==> config.mk <==
export PLATFORM = sky130hd
export DESIGN_NAME = csso_channel_select
export DESIGN_NICKNAME = d
export VERILOG_FILES = /design/src/csso_pkg.sv /design/src/csso_strap_capture.sv /design/src/csso_channel_select.sv
export SDC_FILE = /design/constraint.sdc
export NUM_CORES = 1
export LEC_CHECK = 0
export BUFFER_PORTS_ARGS = -buffer_cell sky130_fd_sc_hd__buf_2
export CAP_MARGIN = 10
export CORE_ASPECT_RATIO = 2
export CORE_UTILIZATION = 35
export CTS_CLUSTER_DIAMETER = 100
export DETAILED_ROUTE_END_ITERATION = 16
export GPL_ROUTABILITY_DRIVEN = 0
export PLACE_DENSITY = 0.58
export SYNTH_ARGS = -nofsm -noshare
export SYNTH_HDL_FRONTEND = slang
export SYNTH_HIERARCHICAL = 1
export SYNTH_SLANG_ARGS = --single-unit
==> constraint.sdc <==
create_clock -name clk -period 3.9 [get_ports clk]
set_clock_uncertainty 0.05 [all_clocks]
set_input_delay 0 -clock clk [delete_from_list [all_inputs] [get_ports clk]]
set_output_delay 0 -clock clk [all_outputs]
set_load 0.005 [all_outputs]
==> src/csso_pkg.sv <==
/*
  Constants for the channel select and strap observe block of a two-channel
  retimer. Assumes one 40 MHz clock and a byte-wide register access port.
*/
//------------------------------------------------------------
// What this block does
//------------------------------------------------------------
// What this block does
// - Select bit 5 picks loss or interrupt pin
// - Select bit 3 broadcasts channel writes to both
// - Channel reads use only the targeted channel
// - Select bit 2 steers shared versus channel set
// - Select bits 1:0 name target channel, reset 0
// - Observation code shows strap in shared 0x00[7:4]
// - Strap nibble equals pin level sampled just after each reset release
// - Strap zero answers write address 0x30
// - Address channel_access_select always targets the shared set
// - Shared 0x05 bits 3:2 flag channel interrupts
package csso_pkg;
  // ------------------------------------------------------------
  // Offsets
  // ------------------------------------------------------------
  localparam logic [7:0] OFS_STRAP_OBS   = 8'h00;
  localparam logic [7:0] OFS_IRQ_FLAGS   = 8'h05;
  localparam logic [7:0] OFS_DIAG_CTRL   = 8'h06;
  localparam logic [7:0] OFS_CHAN_SELECT = 8'hFF;
  // ------------------------------------------------------------
  // Fields
  // ------------------------------------------------------------
  localparam int SEL_PIN_FUNC_BIT  = 5;
  localparam int SEL_BROADCAST_BIT = 3;
  localparam int SEL_CHAN_EN_BIT   = 2;
  localparam int SEL_TARGET_LSB    = 0;
  localparam int IRQ_A_BIT         = 3;
  localparam int IRQ_B_BIT         = 2;
  localparam int STRAP_OBS_LSB     = 4;
  localparam logic [3:0] DIAG_OBSERVE_CODE = 4'hA;
  localparam logic [1:0] TARGET_CHAN_A     = 2'h0;
  localparam logic [1:0] TARGET_CHAN_B     = 2'h1;
  // ------------------------------------------------------------
  // Reset values and addressing
  // ------------------------------------------------------------
  localparam logic [7:0] SELECT_RESET    = 8'h00;
  localparam logic [7:0] DIAG_RESET      = 8'h00;
  localparam logic [6:0] BASE_SLAVE_ADDR = 7'h18;
  localparam int         STRAP_SETTLE    = 3;
endpackage

==> src/csso_strap_capture.sv <==
/*
  Strap capture: synchronises the address strap pins and latches them once
  shortly after reset release. Assumes pins are static around power-up.
*/
`timescale 1ns/1ps
module csso_strap_capture #(
  parameter int WIDTH = 4
) (
  // Clock and reset
  input  wire logic             clk,
  input  wire logic             rst_b,
  // Pins and capture
  input  wire logic [WIDTH-1:0] strap_pin,
  output logic      [WIDTH-1:0] strap_value,
  output logic                  strap_done
);
  import csso_pkg::*;
  logic [WIDTH-1:0] sync1;
  logic [WIDTH-1:0] sync2;
  logic [1:0]       settle;
  logic [1:0]       next_settle;
  logic [WIDTH-1:0] next_strap_value;
  logic             next_strap_done;

  always_comb begin
    next_settle      = settle;
    next_strap_value = strap_value;
    next_strap_done  = strap_done;
    if (!strap_done) begin
      if (settle == 2'(STRAP_SETTLE - 1)) begin
        next_strap_value = sync2;
        next_strap_done  = 1'b1;
      end else begin
        next_settle = settle + 2'h1;
      end
    end
  end

  always_ff @(posedge clk) begin
    sync1 <= strap_pin;
    sync2 <= sync1;
    if (!rst_b) begin
      settle      <= 2'h0;
      strap_value <= '0;
      strap_done  <= 1'b0;
    end else begin
      settle      <= next_settle;
      strap_value <= next_strap_value;
      strap_done  <= next_strap_done;
    end
  end
endmodule // csso_strap_capture

==> src/csso_channel_select.sv <==
/*
  Register access steering for a two-channel retimer: holds the channel
  select and diagnostic control registers, routes writes, muxes reads.
  Assumes an SMBus serial engine on the same clock delivering byte accesses.
*/
`timescale 1ns/1ps
module csso_channel_select (
  // Clock and reset
  input  wire logic       clk,
  input  wire logic       rst_b,
  // Access from serial engine
  input  wire logic [6:0] acc_slave_addr,
  input  wire logic       acc_wr,
  input  wire logic       acc_rd,
  input  wire logic [7:0] acc_addr,
  input  wire logic [7:0] acc_wdata,
  output logic      [7:0] acc_rdata,
  output logic            acc_rvalid,
  output logic      [6:0] own_slave_addr,
  // Register set write ports
  output logic            shared_wr,
  output logic            chan_a_wr,
  output logic            chan_b_wr,
  output logic      [7:0] wr_addr,
  output logic      [7:0] wr_data,
  // Register set read data, combinational on acc_addr
  input  wire logic [7:0] shared_rdata,
  input  wire logic [7:0] chan_a_rdata,
  input  wire logic [7:0] chan_b_rdata,
  // Channel status
  input  wire logic       chan_a_irq,
  input  wire logic       chan_b_irq,
  input  wire logic       chan_a_loss,
  input  wire logic       chan_b_loss,
  // Pins
  input  wire logic [3:0] strap_pin,
  output logic            signal_loss_or_irq_pin
);
  import csso_pkg::*;

  logic [7:0] chan_select;
  logic [7:0] diag_ctrl;
  logic [7:0] next_chan_select;
  logic [7:0] next_diag_ctrl;
  logic [7:0] next_rdata;
  logic       next_shared_wr;
  logic       next_a_wr;
  logic       next_b_wr;
  logic       next_pin;
  logic       hit;
  logic       to_chan;
  logic [3:0] strap_value;
  logic       strap_done;

  csso_strap_capture #(.WIDTH(4)) u_strap (
    .clk         (clk),
    .rst_b       (rst_b),
    .strap_pin   (strap_pin),
    .strap_value (strap_value),
    .strap_done  (strap_done)
  );

  // ------------------------------------------------------------
  // Steering
  // ------------------------------------------------------------
  always_comb begin
    hit = (acc_slave_addr == own_slave_addr) && strap_done;
    // enable steers set; channel_access_select never a channel; strap_done gates all
    to_chan = chan_select[SEL_CHAN_EN_BIT] && (acc_addr != OFS_CHAN_SELECT);
  end

  always_comb begin
    next_chan_select = chan_select;
    next_diag_ctrl   = diag_ctrl;
    next_shared_wr   = 1'b0;
    next_a_wr        = 1'b0;
    next_b_wr        = 1'b0;
    next_rdata       = acc_rdata;
    if (hit && acc_wr) begin
      if (to_chan) begin
        // broadcast to both; else target only
        next_a_wr = chan_select[SEL_BROADCAST_BIT] ||
                    (chan_select[1:0] == TARGET_CHAN_A);
        next_b_wr = chan_select[SEL_BROADCAST_BIT] ||
                    (chan_select[1:0] == TARGET_CHAN_B);
      end else begin
        next_shared_wr = 1'b1;
        if (acc_addr == OFS_CHAN_SELECT)
          next_chan_select = acc_wdata;
        if (acc_addr == OFS_DIAG_CTRL)
          next_diag_ctrl = acc_wdata;
      end
    end
    if (hit && acc_rd) begin
      if (to_chan) begin
        case (chan_select[1:0])
          TARGET_CHAN_A: next_rdata = chan_a_rdata;
          TARGET_CHAN_B: next_rdata = chan_b_rdata;
          default:       next_rdata = 8'h00;
        endcase
      end else begin
        case (acc_addr)
          OFS_CHAN_SELECT: next_rdata = chan_select;
          OFS_DIAG_CTRL:   next_rdata = diag_ctrl;
          OFS_IRQ_FLAGS: begin
            next_rdata = shared_rdata;
            next_rdata[IRQ_A_BIT] = chan_a_irq;
            next_rdata[IRQ_B_BIT] = chan_b_irq;
          end
          OFS_STRAP_OBS: begin
            next_rdata = shared_rdata;
            // strap shown under code; host sets code first
            if (diag_ctrl[3:0] == DIAG_OBSERVE_CODE)
              next_rdata[7:STRAP_OBS_LSB] = strap_value;
          end
          default:         next_rdata = shared_rdata;
        endcase
      end
    end
    if (chan_select[SEL_PIN_FUNC_BIT])
      next_pin = chan_a_irq | chan_b_irq;
    else
      next_pin = chan_a_loss | chan_b_loss;
  end

  // ------------------------------------------------------------
  // Registers
  // ------------------------------------------------------------
  always_ff @(posedge clk) begin
    if (!rst_b) begin
      chan_select            <= SELECT_RESET;
      diag_ctrl              <= DIAG_RESET;
      acc_rdata              <= 8'h00;
      acc_rvalid             <= 1'b0;
      shared_wr              <= 1'b0;
      chan_a_wr              <= 1'b0;
      chan_b_wr              <= 1'b0;
      wr_addr                <= 8'h00;
      wr_data                <= 8'h00;
      signal_loss_or_irq_pin <= 1'b0;
      own_slave_addr         <= BASE_SLAVE_ADDR;
    end else begin
      chan_select            <= next_chan_select;
      diag_ctrl              <= next_diag_ctrl;
      acc_rdata              <= next_rdata;
      acc_rvalid             <= hit && acc_rd;
      shared_wr              <= next_shared_wr;
      chan_a_wr              <= next_a_wr;
      chan_b_wr              <= next_b_wr;
      wr_addr                <= acc_addr;
      wr_data                <= acc_wdata;
      signal_loss_or_irq_pin <= next_pin;
      // Strap zero gives 8-bit write address 0x30
      own_slave_addr         <= BASE_SLAVE_ADDR + {2'h0, strap_value, 1'b0};
    end
  end
endmodule // csso_channel_select

* Yosys cells after proc, flatten, opt, wreduce, memory -nomap -nowiden
Index checks and enable logic that the tools add are counted.
Storage, ports and cells: flip-flop bits (word level) 67, bits of input ports 59, output and inout port bits 36, word-level logic and storage cells 53
Operators by class: add/subtract/negate cells 2, equality and inequality tests 8, multiplexer cells 8, bitwise gates (word level) 5, reduce and logical (&&, ||, !) cells 14
Operators by type and width (number):
- 8-bit case mux with 4 select lines | 1
- 8-bit by 3-bit equality test with 1-bit output (second input constant) | 2
- 8-bit case mux with 2 select lines | 1
- 3-bit AND reduction | 3
- 8-bit equality test (second input constant) | 1
- 8-bit logical NOT | 1
- 8-bit 2-to-1 mux | 1
- 8-bit != test (second input constant) | 1
- 7-bit equality test | 1
- 5-bit by 5-bit adder with 6-bit output (first input constant) | 1
- 2-bit AND reduction | 3
- 4-bit equality test (second input constant) | 1
- 1-bit logical AND | 4
- 1-bit 2-to-1 mux | 4
- 4-bit 2-to-1 mux | 1
- 1-bit inverter | 3
- 2-bit by 1-bit adder with 2-bit output (second input constant) | 1
- 2-bit by 1-bit equality test with 1-bit output (second input constant) | 1
- 2-bit equality test (second input constant) | 1
- 2-bit logical NOT | 1
- 1-bit logical OR | 2
- 1-bit bitwise OR | 2

* Depth between registers and ports, before layout
Gate-level depths: netlist of the first run.
depth in word-level cells 4, mapped depth 6

* Hierarchy
Netlist of the first run, hierarchy kept.
By module, submodules not included:
- csso_channel_select | instances 1, cells each 229, area each 2212.1 µm², seq. area each 1001.0 µm²
- csso_strap_capture | instances 1, cells each 39, area each 447.9 µm², seq. area each 300.3 µm²

* Worst setup path after synthesis of the first run
No wires, ideal clock.
kind register -> register, start register diag_ctrl[3], end register acc_rdata[4], setup time 0.117 ns, arrival 1.503 ns, data required time 3.733 ns, slack 2.229 ns, stages on the path, launching flop included 7, cell sequence dfxtp_1 nor4bb_1 clkbuf_1 mux2i_1 nor2_1 a211o_1 a32o_1
On the way: cells in the longest elaborated chain, start to end 4
Ends and longest elaborated chain:
- start, declared | RTL line csso_channel_select.sv:42 | logic [7:0] diag_ctrl;
- start signal, assigned | RTL line csso_channel_select.sv:144 | diag_ctrl <= next_diag_ctrl;
- 4-bit equality test | RTL line csso_channel_select.sv:113 | if (diag_ctrl[3:0] == DIAG_OBSERVE_CODE)
- 4-bit 2-to-1 mux | RTL line csso_channel_select.sv:113
- 8-bit case mux with 4 select lines | RTL line csso_channel_select.sv:102 | case (acc_addr)
- 8-bit 2-to-1 mux | RTL line csso_channel_select.sv:95 | if (to_chan) begin
- end signal, assigned | RTL line csso_channel_select.sv:145 | acc_rdata <= next_rdata;
- end, declared | RTL line csso_channel_select.sv:17 | output logic [7:0] acc_rdata,
Every way passes these cells. A chain may end at the register's enable or synchronous reset.

* Worst setup path in the final report of the first run
Ends and elaborated chain as after synthesis.

==> results.json, run 1 <==
{
  "outcome": "finished, final reports clean",
  "slew_viol_final": 0,
  "wire_per_inst_microns": 15.3,
  "final_util": 0.511,
  "synth_area_sq_um": 2660,
  "r2r-start": "diag_ctrl[3]",
  "post_cts.repair.setup_buffers": 0,
  "p_per_area_nw_per_um2": 460,
  "clk_latency_ns": 0.34,
  "cts_num_sinks": 65,
  "place_hpwl_microns": 5550,
  "min_period_ns": 2.20,
  "cts-resized-gates": 0,
  "holdWs_ns": 0.00697,
  "finalWorstSetupSlack_ns": 1.70,
  "synthArstFlopShare": 0,
  "synth_edf_count": 0,
  "cpPeakStageDelay_ns": 0.90,
  "final_common_cell": "buf_2",
  "root_buffer": "clkbuf_16",
  "cp.arrival_ns": 2.38,
  "cp.required_ns": 4.08,
  "firstDrtPassIters": 4,
  "r2r_setup_slack_ns": 1.70,
  "area_growth_pct": 40.5,
  "first_global_vias": 2420,
  "fin_nets": 446,
  "num_rows": 44,
  "drt_wl_total_microns": 7390,
  "hold_end": "acc_rdata[2]",
  "finalSetupTns_ns": 0,
  "hold_viol": 0,
  "cp_max_fo": 4,
  "power.total_w": 0.00172,
  "max_freq_mhz": 454,
  "hold_class": "input pin to flip-flop",
  "drive_gt1_frac": 0.303,
  "ys.flop_type": "dfxtp_1",
  "die-area_sq_um": 7970,
  "netlist.area_leader.share": 0.489,
  "ctsLongestPathBuffers": 2,
  "min_path_cells": 3,
  "yosysSeqAreaShare": 0.489,
  "rsz0062_at_grt": "no",
  "htree_num_levels": 3,
  "io_buffers": 92,
  "path_class": "flip-flop to flip-flop",
  "drt_iter0_markers": 102,
  "crit_slowest_cell": "nor4bb_1",
  "end_kind": "flip-flop",
  "period_share": 0.564,
  "setup_viol": 0,
  "busiest_layer": "met2",
  "power_leakage_nw": 1.74,
  "netlist_instances": 268,
  "final_cell_mix": "buf_2 (92), dfxtp_1 (65), mux2i_1 (31), nor2_1 (28), dlygate4sd3_1 (26)",
  "crit_path_cell_trace": "nor4bb_1, mux2i_1, nor2_1, a211o_1, a32o_1",
  "core_sq_um": 7320,
  "cap_violations": 0,
  "io-pin-count": 95,
  "worst_slew_pin_slew_ns": 1.04,
  "cts_made_buffers": 9,
  "met1_usage": 0.172,
  "die_w_microns": 63.6,
  "cts_tree": "built",
  "hold_start": "shared_rdata[2]",
  "path_buf_inv": 0,
  "rr_endpoint": "acc_rdata[4]",
  "start_util": 0.363,
  "synth_cell_types": 52,
  "grt_start_max_net_pins": 35,
  "clk_pin_slew_ns": 0.05,
  "grt_pass1_wl_microns": 11700,
  "slew_headroom": 0.298,
  "synth_area_leaders": "dfxtp_1 (49%), mux2i_1 (12%), and2_1 (4.5%), nor2_1 (4.0%), nand2_1 (2.5%)",
  "start_kind": "flip-flop",
  "drc_errors": 0,
  "grtUsageMet2": 0.377,
  "synth_top_area_cell": "dfxtp_1",
  "drtAntennaViolNets": 0,
  "worstRegToRegCells": 5,
  "overflow": 0,
  "antennaDiodeCount": 0,
  "antenna_found_initial": 0,
  "via_per_inst": 4.97,
  "grt_usage": 0.199,
  "avgSynthCellArea_sq_um": 9.93,
  "pre_cts_ws_ns": 1.69,
  "grt_use_met3": 0.0438,
  "vdd_drop_max_mv": 0.296,
  "yosysWarnings": 6,
  "die_h_microns": 125,
  "synth-seq-cells": 65,
  "crit_family": "simple AND/OR/NAND/NOR gates",
  "vias": 2395,
  "fill_cells": 699
}
## repair_timing
item / in CTS / in global routing
hold buffers: 26 / 0
hold endpoints to repair: 39 / 0
setup endpoints to repair: 0 / 0
## stage by stage
step	cells	instance area, sq um
finish	482	3740
global route	482	3740
CTS	482	3740
detailed placement	440	3180
global placement	440	3180
floorplan	269	2660
## logic make-up (layout without fill, tap and decap cells)
group / Yosys count / in the layout / synth area share
fa+ha+maj: 2 / 2 / 0.00941
other cells: 1 / 2 / 0.00141
xor+xnor: 6 / 6 / 0.0198
compound gates: 46 / 46 / 0.125
mux: 32 / 32 / 0.121
buf+inv: 21 / 142 / 0.0348
simple gates: 95 / 95 / 0.199
flops: 65 / 65 / 0.489
## synth_stat cells, types with 5 or more instances
cell type  instances
mux2i_1           31
clkbuf_1           8
nor2_1            28
and2_1            19
inv_1              7
o21ai_0           12
nand2_1           18
dfxtp_1           65
nor3_1             5
## final cells by class
type / instances / area, sq um / area share
tap: 92 / 115 / 0.0308
multi-input combinational: 183 / 1270 / 0.340
timing repair buffer: 119 / 728 / 0.195
inverter: 7 / 26.3 / 0.00703
clock buffer: 11 / 243 / 0.0649
clock inverter: 5 / 55.1 / 0.0147
sequential: 65 / 1300 / 0.348
## registers in the layout, summed over array words and instances, names as in the netlist
name,cells
acc_rdata,8
acc_rvalid,1
chan_a_wr,1
chan_b_wr,1
chan_select,8
diag_ctrl,8
own_slave_addr,5
shared_wr,1
signal_loss_or_irq_pin,1
u_strap/settle,2
u_strap/strap_done,1
u_strap/strap_value,4
u_strap/sync1,4
u_strap/sync2,4
wr_addr,8
wr_data,8
## worst register-to-register path: stages (launching register included)
cell      delay, ns
dfxtp_1        0.34
nor4bb_1       0.90
mux2i_1        0.27
nor2_1         0.05
a211o_1        0.27
a32o_1         0.21
## per-layer routing
metal | wire length, microns | vias up
met2 | 4170 | 74
met5 | 0 | -
met4 | 377 | 0
met1 | 2530 | 1115
met3 | 310 | 25
li1 | - | 1181
## how the worst max path moves through the flow
| stage | start | cells past startpoint | end | slack, ns |
|---|---|---|---|---|
| global placement | diag_ctrl[3] | 5 | acc_rdata[7] | 1.76 |
| global route | diag_ctrl[3] | 5 | acc_rdata[4] | 1.59 |
| CTS | diag_ctrl[3] | 5 | acc_rdata[4] | 1.68 |
| finish | diag_ctrl[3] | 5 | acc_rdata[4] | 1.70 |
| detailed placement | diag_ctrl[3] | 5 | acc_rdata[4] | 1.69 |
| floorplan | diag_ctrl[3] | 6 | acc_rdata[4] | 2.23 |
## power by group
part | internal [W] | switching [W] | total (W)
clock | 0.000509 | 0.000286 | 0.000794
combinational | 0.000105 | 0.0000914 | 0.000196
sequential | 0.000705 | 0.0000228 | 0.000728
Power figures use the tool's default switching activity.
==> inputs of run 2 (changes only) <==
- PLACE_DENSITY: 0.58 -> 0.6
- clock period: 3.9 -> 1.76 ns (I/O delays scaled with it)
==> run 2 against run 1 <==
Net effect: register-to-register slack lost 1.6 ns; non-clock buffer count grew 19; worst hold slack gained 0.015 ns; highest routed layer unchanged; power grew 140%; clock power grew to 2.5 times the previous value; maximum frequency grew 29%; critical endpoint unchanged; core utilization grew 3.0 points.
==> results.json, run 2 (same netlist as run 1, synthesis figures left out) <==
{
  "final_cell_mix": "buf_2 (92), dfxtp_1 (65), mux2i_1 (31), dlygate4sd3_1 (29), nor2_1 (28)",
  "fill_cells": 679,
  "p_per_area_nw_per_um2": 1040,
  "die-area_sq_um": 7970,
  "drive_gt1_frac": 0.335,
  "wire_per_inst_microns": 14.9,
  "antenna_found_initial": 0,
  "regArea_sq_um": 1300,
  "cap_violations": 0,
  "cp.arrival_ns": 1.88,
  "antennaDiodeCount": 0,
  "io_buffers": 92,
  "cts_tree": "built",
  "drt_iter0_markers": 104,
  "clk_pin_slew_ns": 0.06,
  "grt_usage": 0.200,
  "die_h_microns": 125,
  "first_global_vias": 2406,
  "firstDrtPassIters": 4,
  "post_cts.repair.setup_buffers": 0,
  "vias": 2421,
  "overflow": 0,
  "core_sq_um": 7320,
  "ctsLongestPathBuffers": 2,
  "setup_viol": 0,
  "crit_slowest_cell": "dfxtp_1",
  "hold_class": "input pin to flip-flop",
  "fin_nets": 465,
  "hold_viol": 0,
  "cts_num_sinks": 65,
  "cpPeakStageDelay_ns": 0.34,
  "final_util": 0.540,
  "finalSetupTns_ns": 0,
  "io-pin-count": 95,
  "grt_pass1_wl_microns": 11700,
  "drtAntennaViolNets": 0,
  "multiInputGateArea_sq_um": 1280,
  "crit_path_cell_trace": "nor4bb_1, buf_4, mux2i_1, nor2_1, a211o_1, a32o_1",
  "cp.required_ns": 1.94,
  "period_share": 0.967,
  "power_leakage_nw": 1.86,
  "cts_made_buffers": 9,
  "outcome": "finished, final reports clean",
  "root_buffer": "clkbuf_16",
  "clk_latency_ns": 0.34,
  "area_growth_pct": 48.7,
  "drt_wl_total_microns": 7460,
  "worst_slew_pin_slew_ns": 0.498,
  "pre_cts_ws_ns": -0.0307,
  "finalWorstSetupSlack_ns": 0.0572,
  "fin_cells": 501,
  "min_period_ns": 1.70,
  "cp_max_fo": 4,
  "rsz0062_at_grt": "no",
  "final_common_cell": "buf_2",
  "drc_errors": 0,
  "grt_start_max_net_pins": 21,
  "power.total_w": 0.00410,
  "end_kind": "flip-flop",
  "place_hpwl_microns": 5740,
  "place_inst": 456,
  "vdd_drop_max_mv": 0.659,
  "slew_viol_final": 0,
  "die_w_microns": 63.6,
  "max_freq_mhz": 587,
  "num_rows": 44,
  "start_kind": "flip-flop",
  "path_class": "flip-flop to flip-flop",
  "via_per_inst": 4.83,
  "slew_headroom": 0.663,
  "start_util": 0.363,
  "htree_num_levels": 3
}
run 2: what timing repair did:
item / in CTS / in global routing
endpoints found under the setup margin: 0 / 3
hold buffers: 29 / 0
gates resized for setup: 0 / 3
endpoints found under the hold margin: 41 / 0
run 2: final timing paths:
| check | startpoint | endpoint | slack (ns) | depth (start not counted) |
|---|---|---|---|---|
| hold / removal | rst_b | u_strap/strap_done | 0.02 | 2 |
| setup / recovery | diag_ctrl[0] | acc_rdata[4] | 0.06 | 6 |
| setup reg to reg | diag_ctrl[0] | acc_rdata[4] | 0.06 | 6 |
| hold reg to reg | u_strap/sync1[3] | u_strap/sync2[3] | 0.28 | 0 |
run 2: routing by layer:
| metal | GRT usage | share of wire | vias to the layer above |
|---|---|---|---|
| met5 | 0 | 0 | - |
| li1 | - | - | 1213 |
| met4 | 0.150 | 0.044 | 0 |
| met2 | 0.364 | 0.55 | 65 |
| met3 | 0.0365 | 0.038 | 20 |
| met1 | 0.191 | 0.36 | 1123 |
run 2: critical path: cells and delay by family (launching register included):
kind | cells | cell delay, ns
simple gates | 2 | 0.34
compound gates | 2 | 0.50
buf+inv | 1 | 0.19
flops | 1 | 0.34
mux | 1 | 0.18
run 2: cell type report:
cell class                 instances  area share
tap                               92      0.0291
clock buffer                       9      0.0569
clock inverter                     7      0.0301
sequential                        65       0.329
timing repair buffer             138       0.225
multi-input combinational        183       0.323
inverter                           7     0.00664
run 2: where the power goes:
group          switching [W]  leakage, nW  total (W)  internal [W]
sequential         0.0000425        0.532    0.00160       0.00156
clock               0.000644        0.162    0.00202       0.00138
combinational       0.000214         1.16   0.000466      0.000253
total               0.000901         1.86    0.00410       0.00319
run 2: per-stage QoR:
step	hold slack [ns]	instance area, sq um
after detailed placement	0.0545	3310
final	0.0218	3960
after CTS	0.00460	3950
after global routing	0.0391	3960
after floorplan	-0.0223	2660
after global placement	0.0540	3310
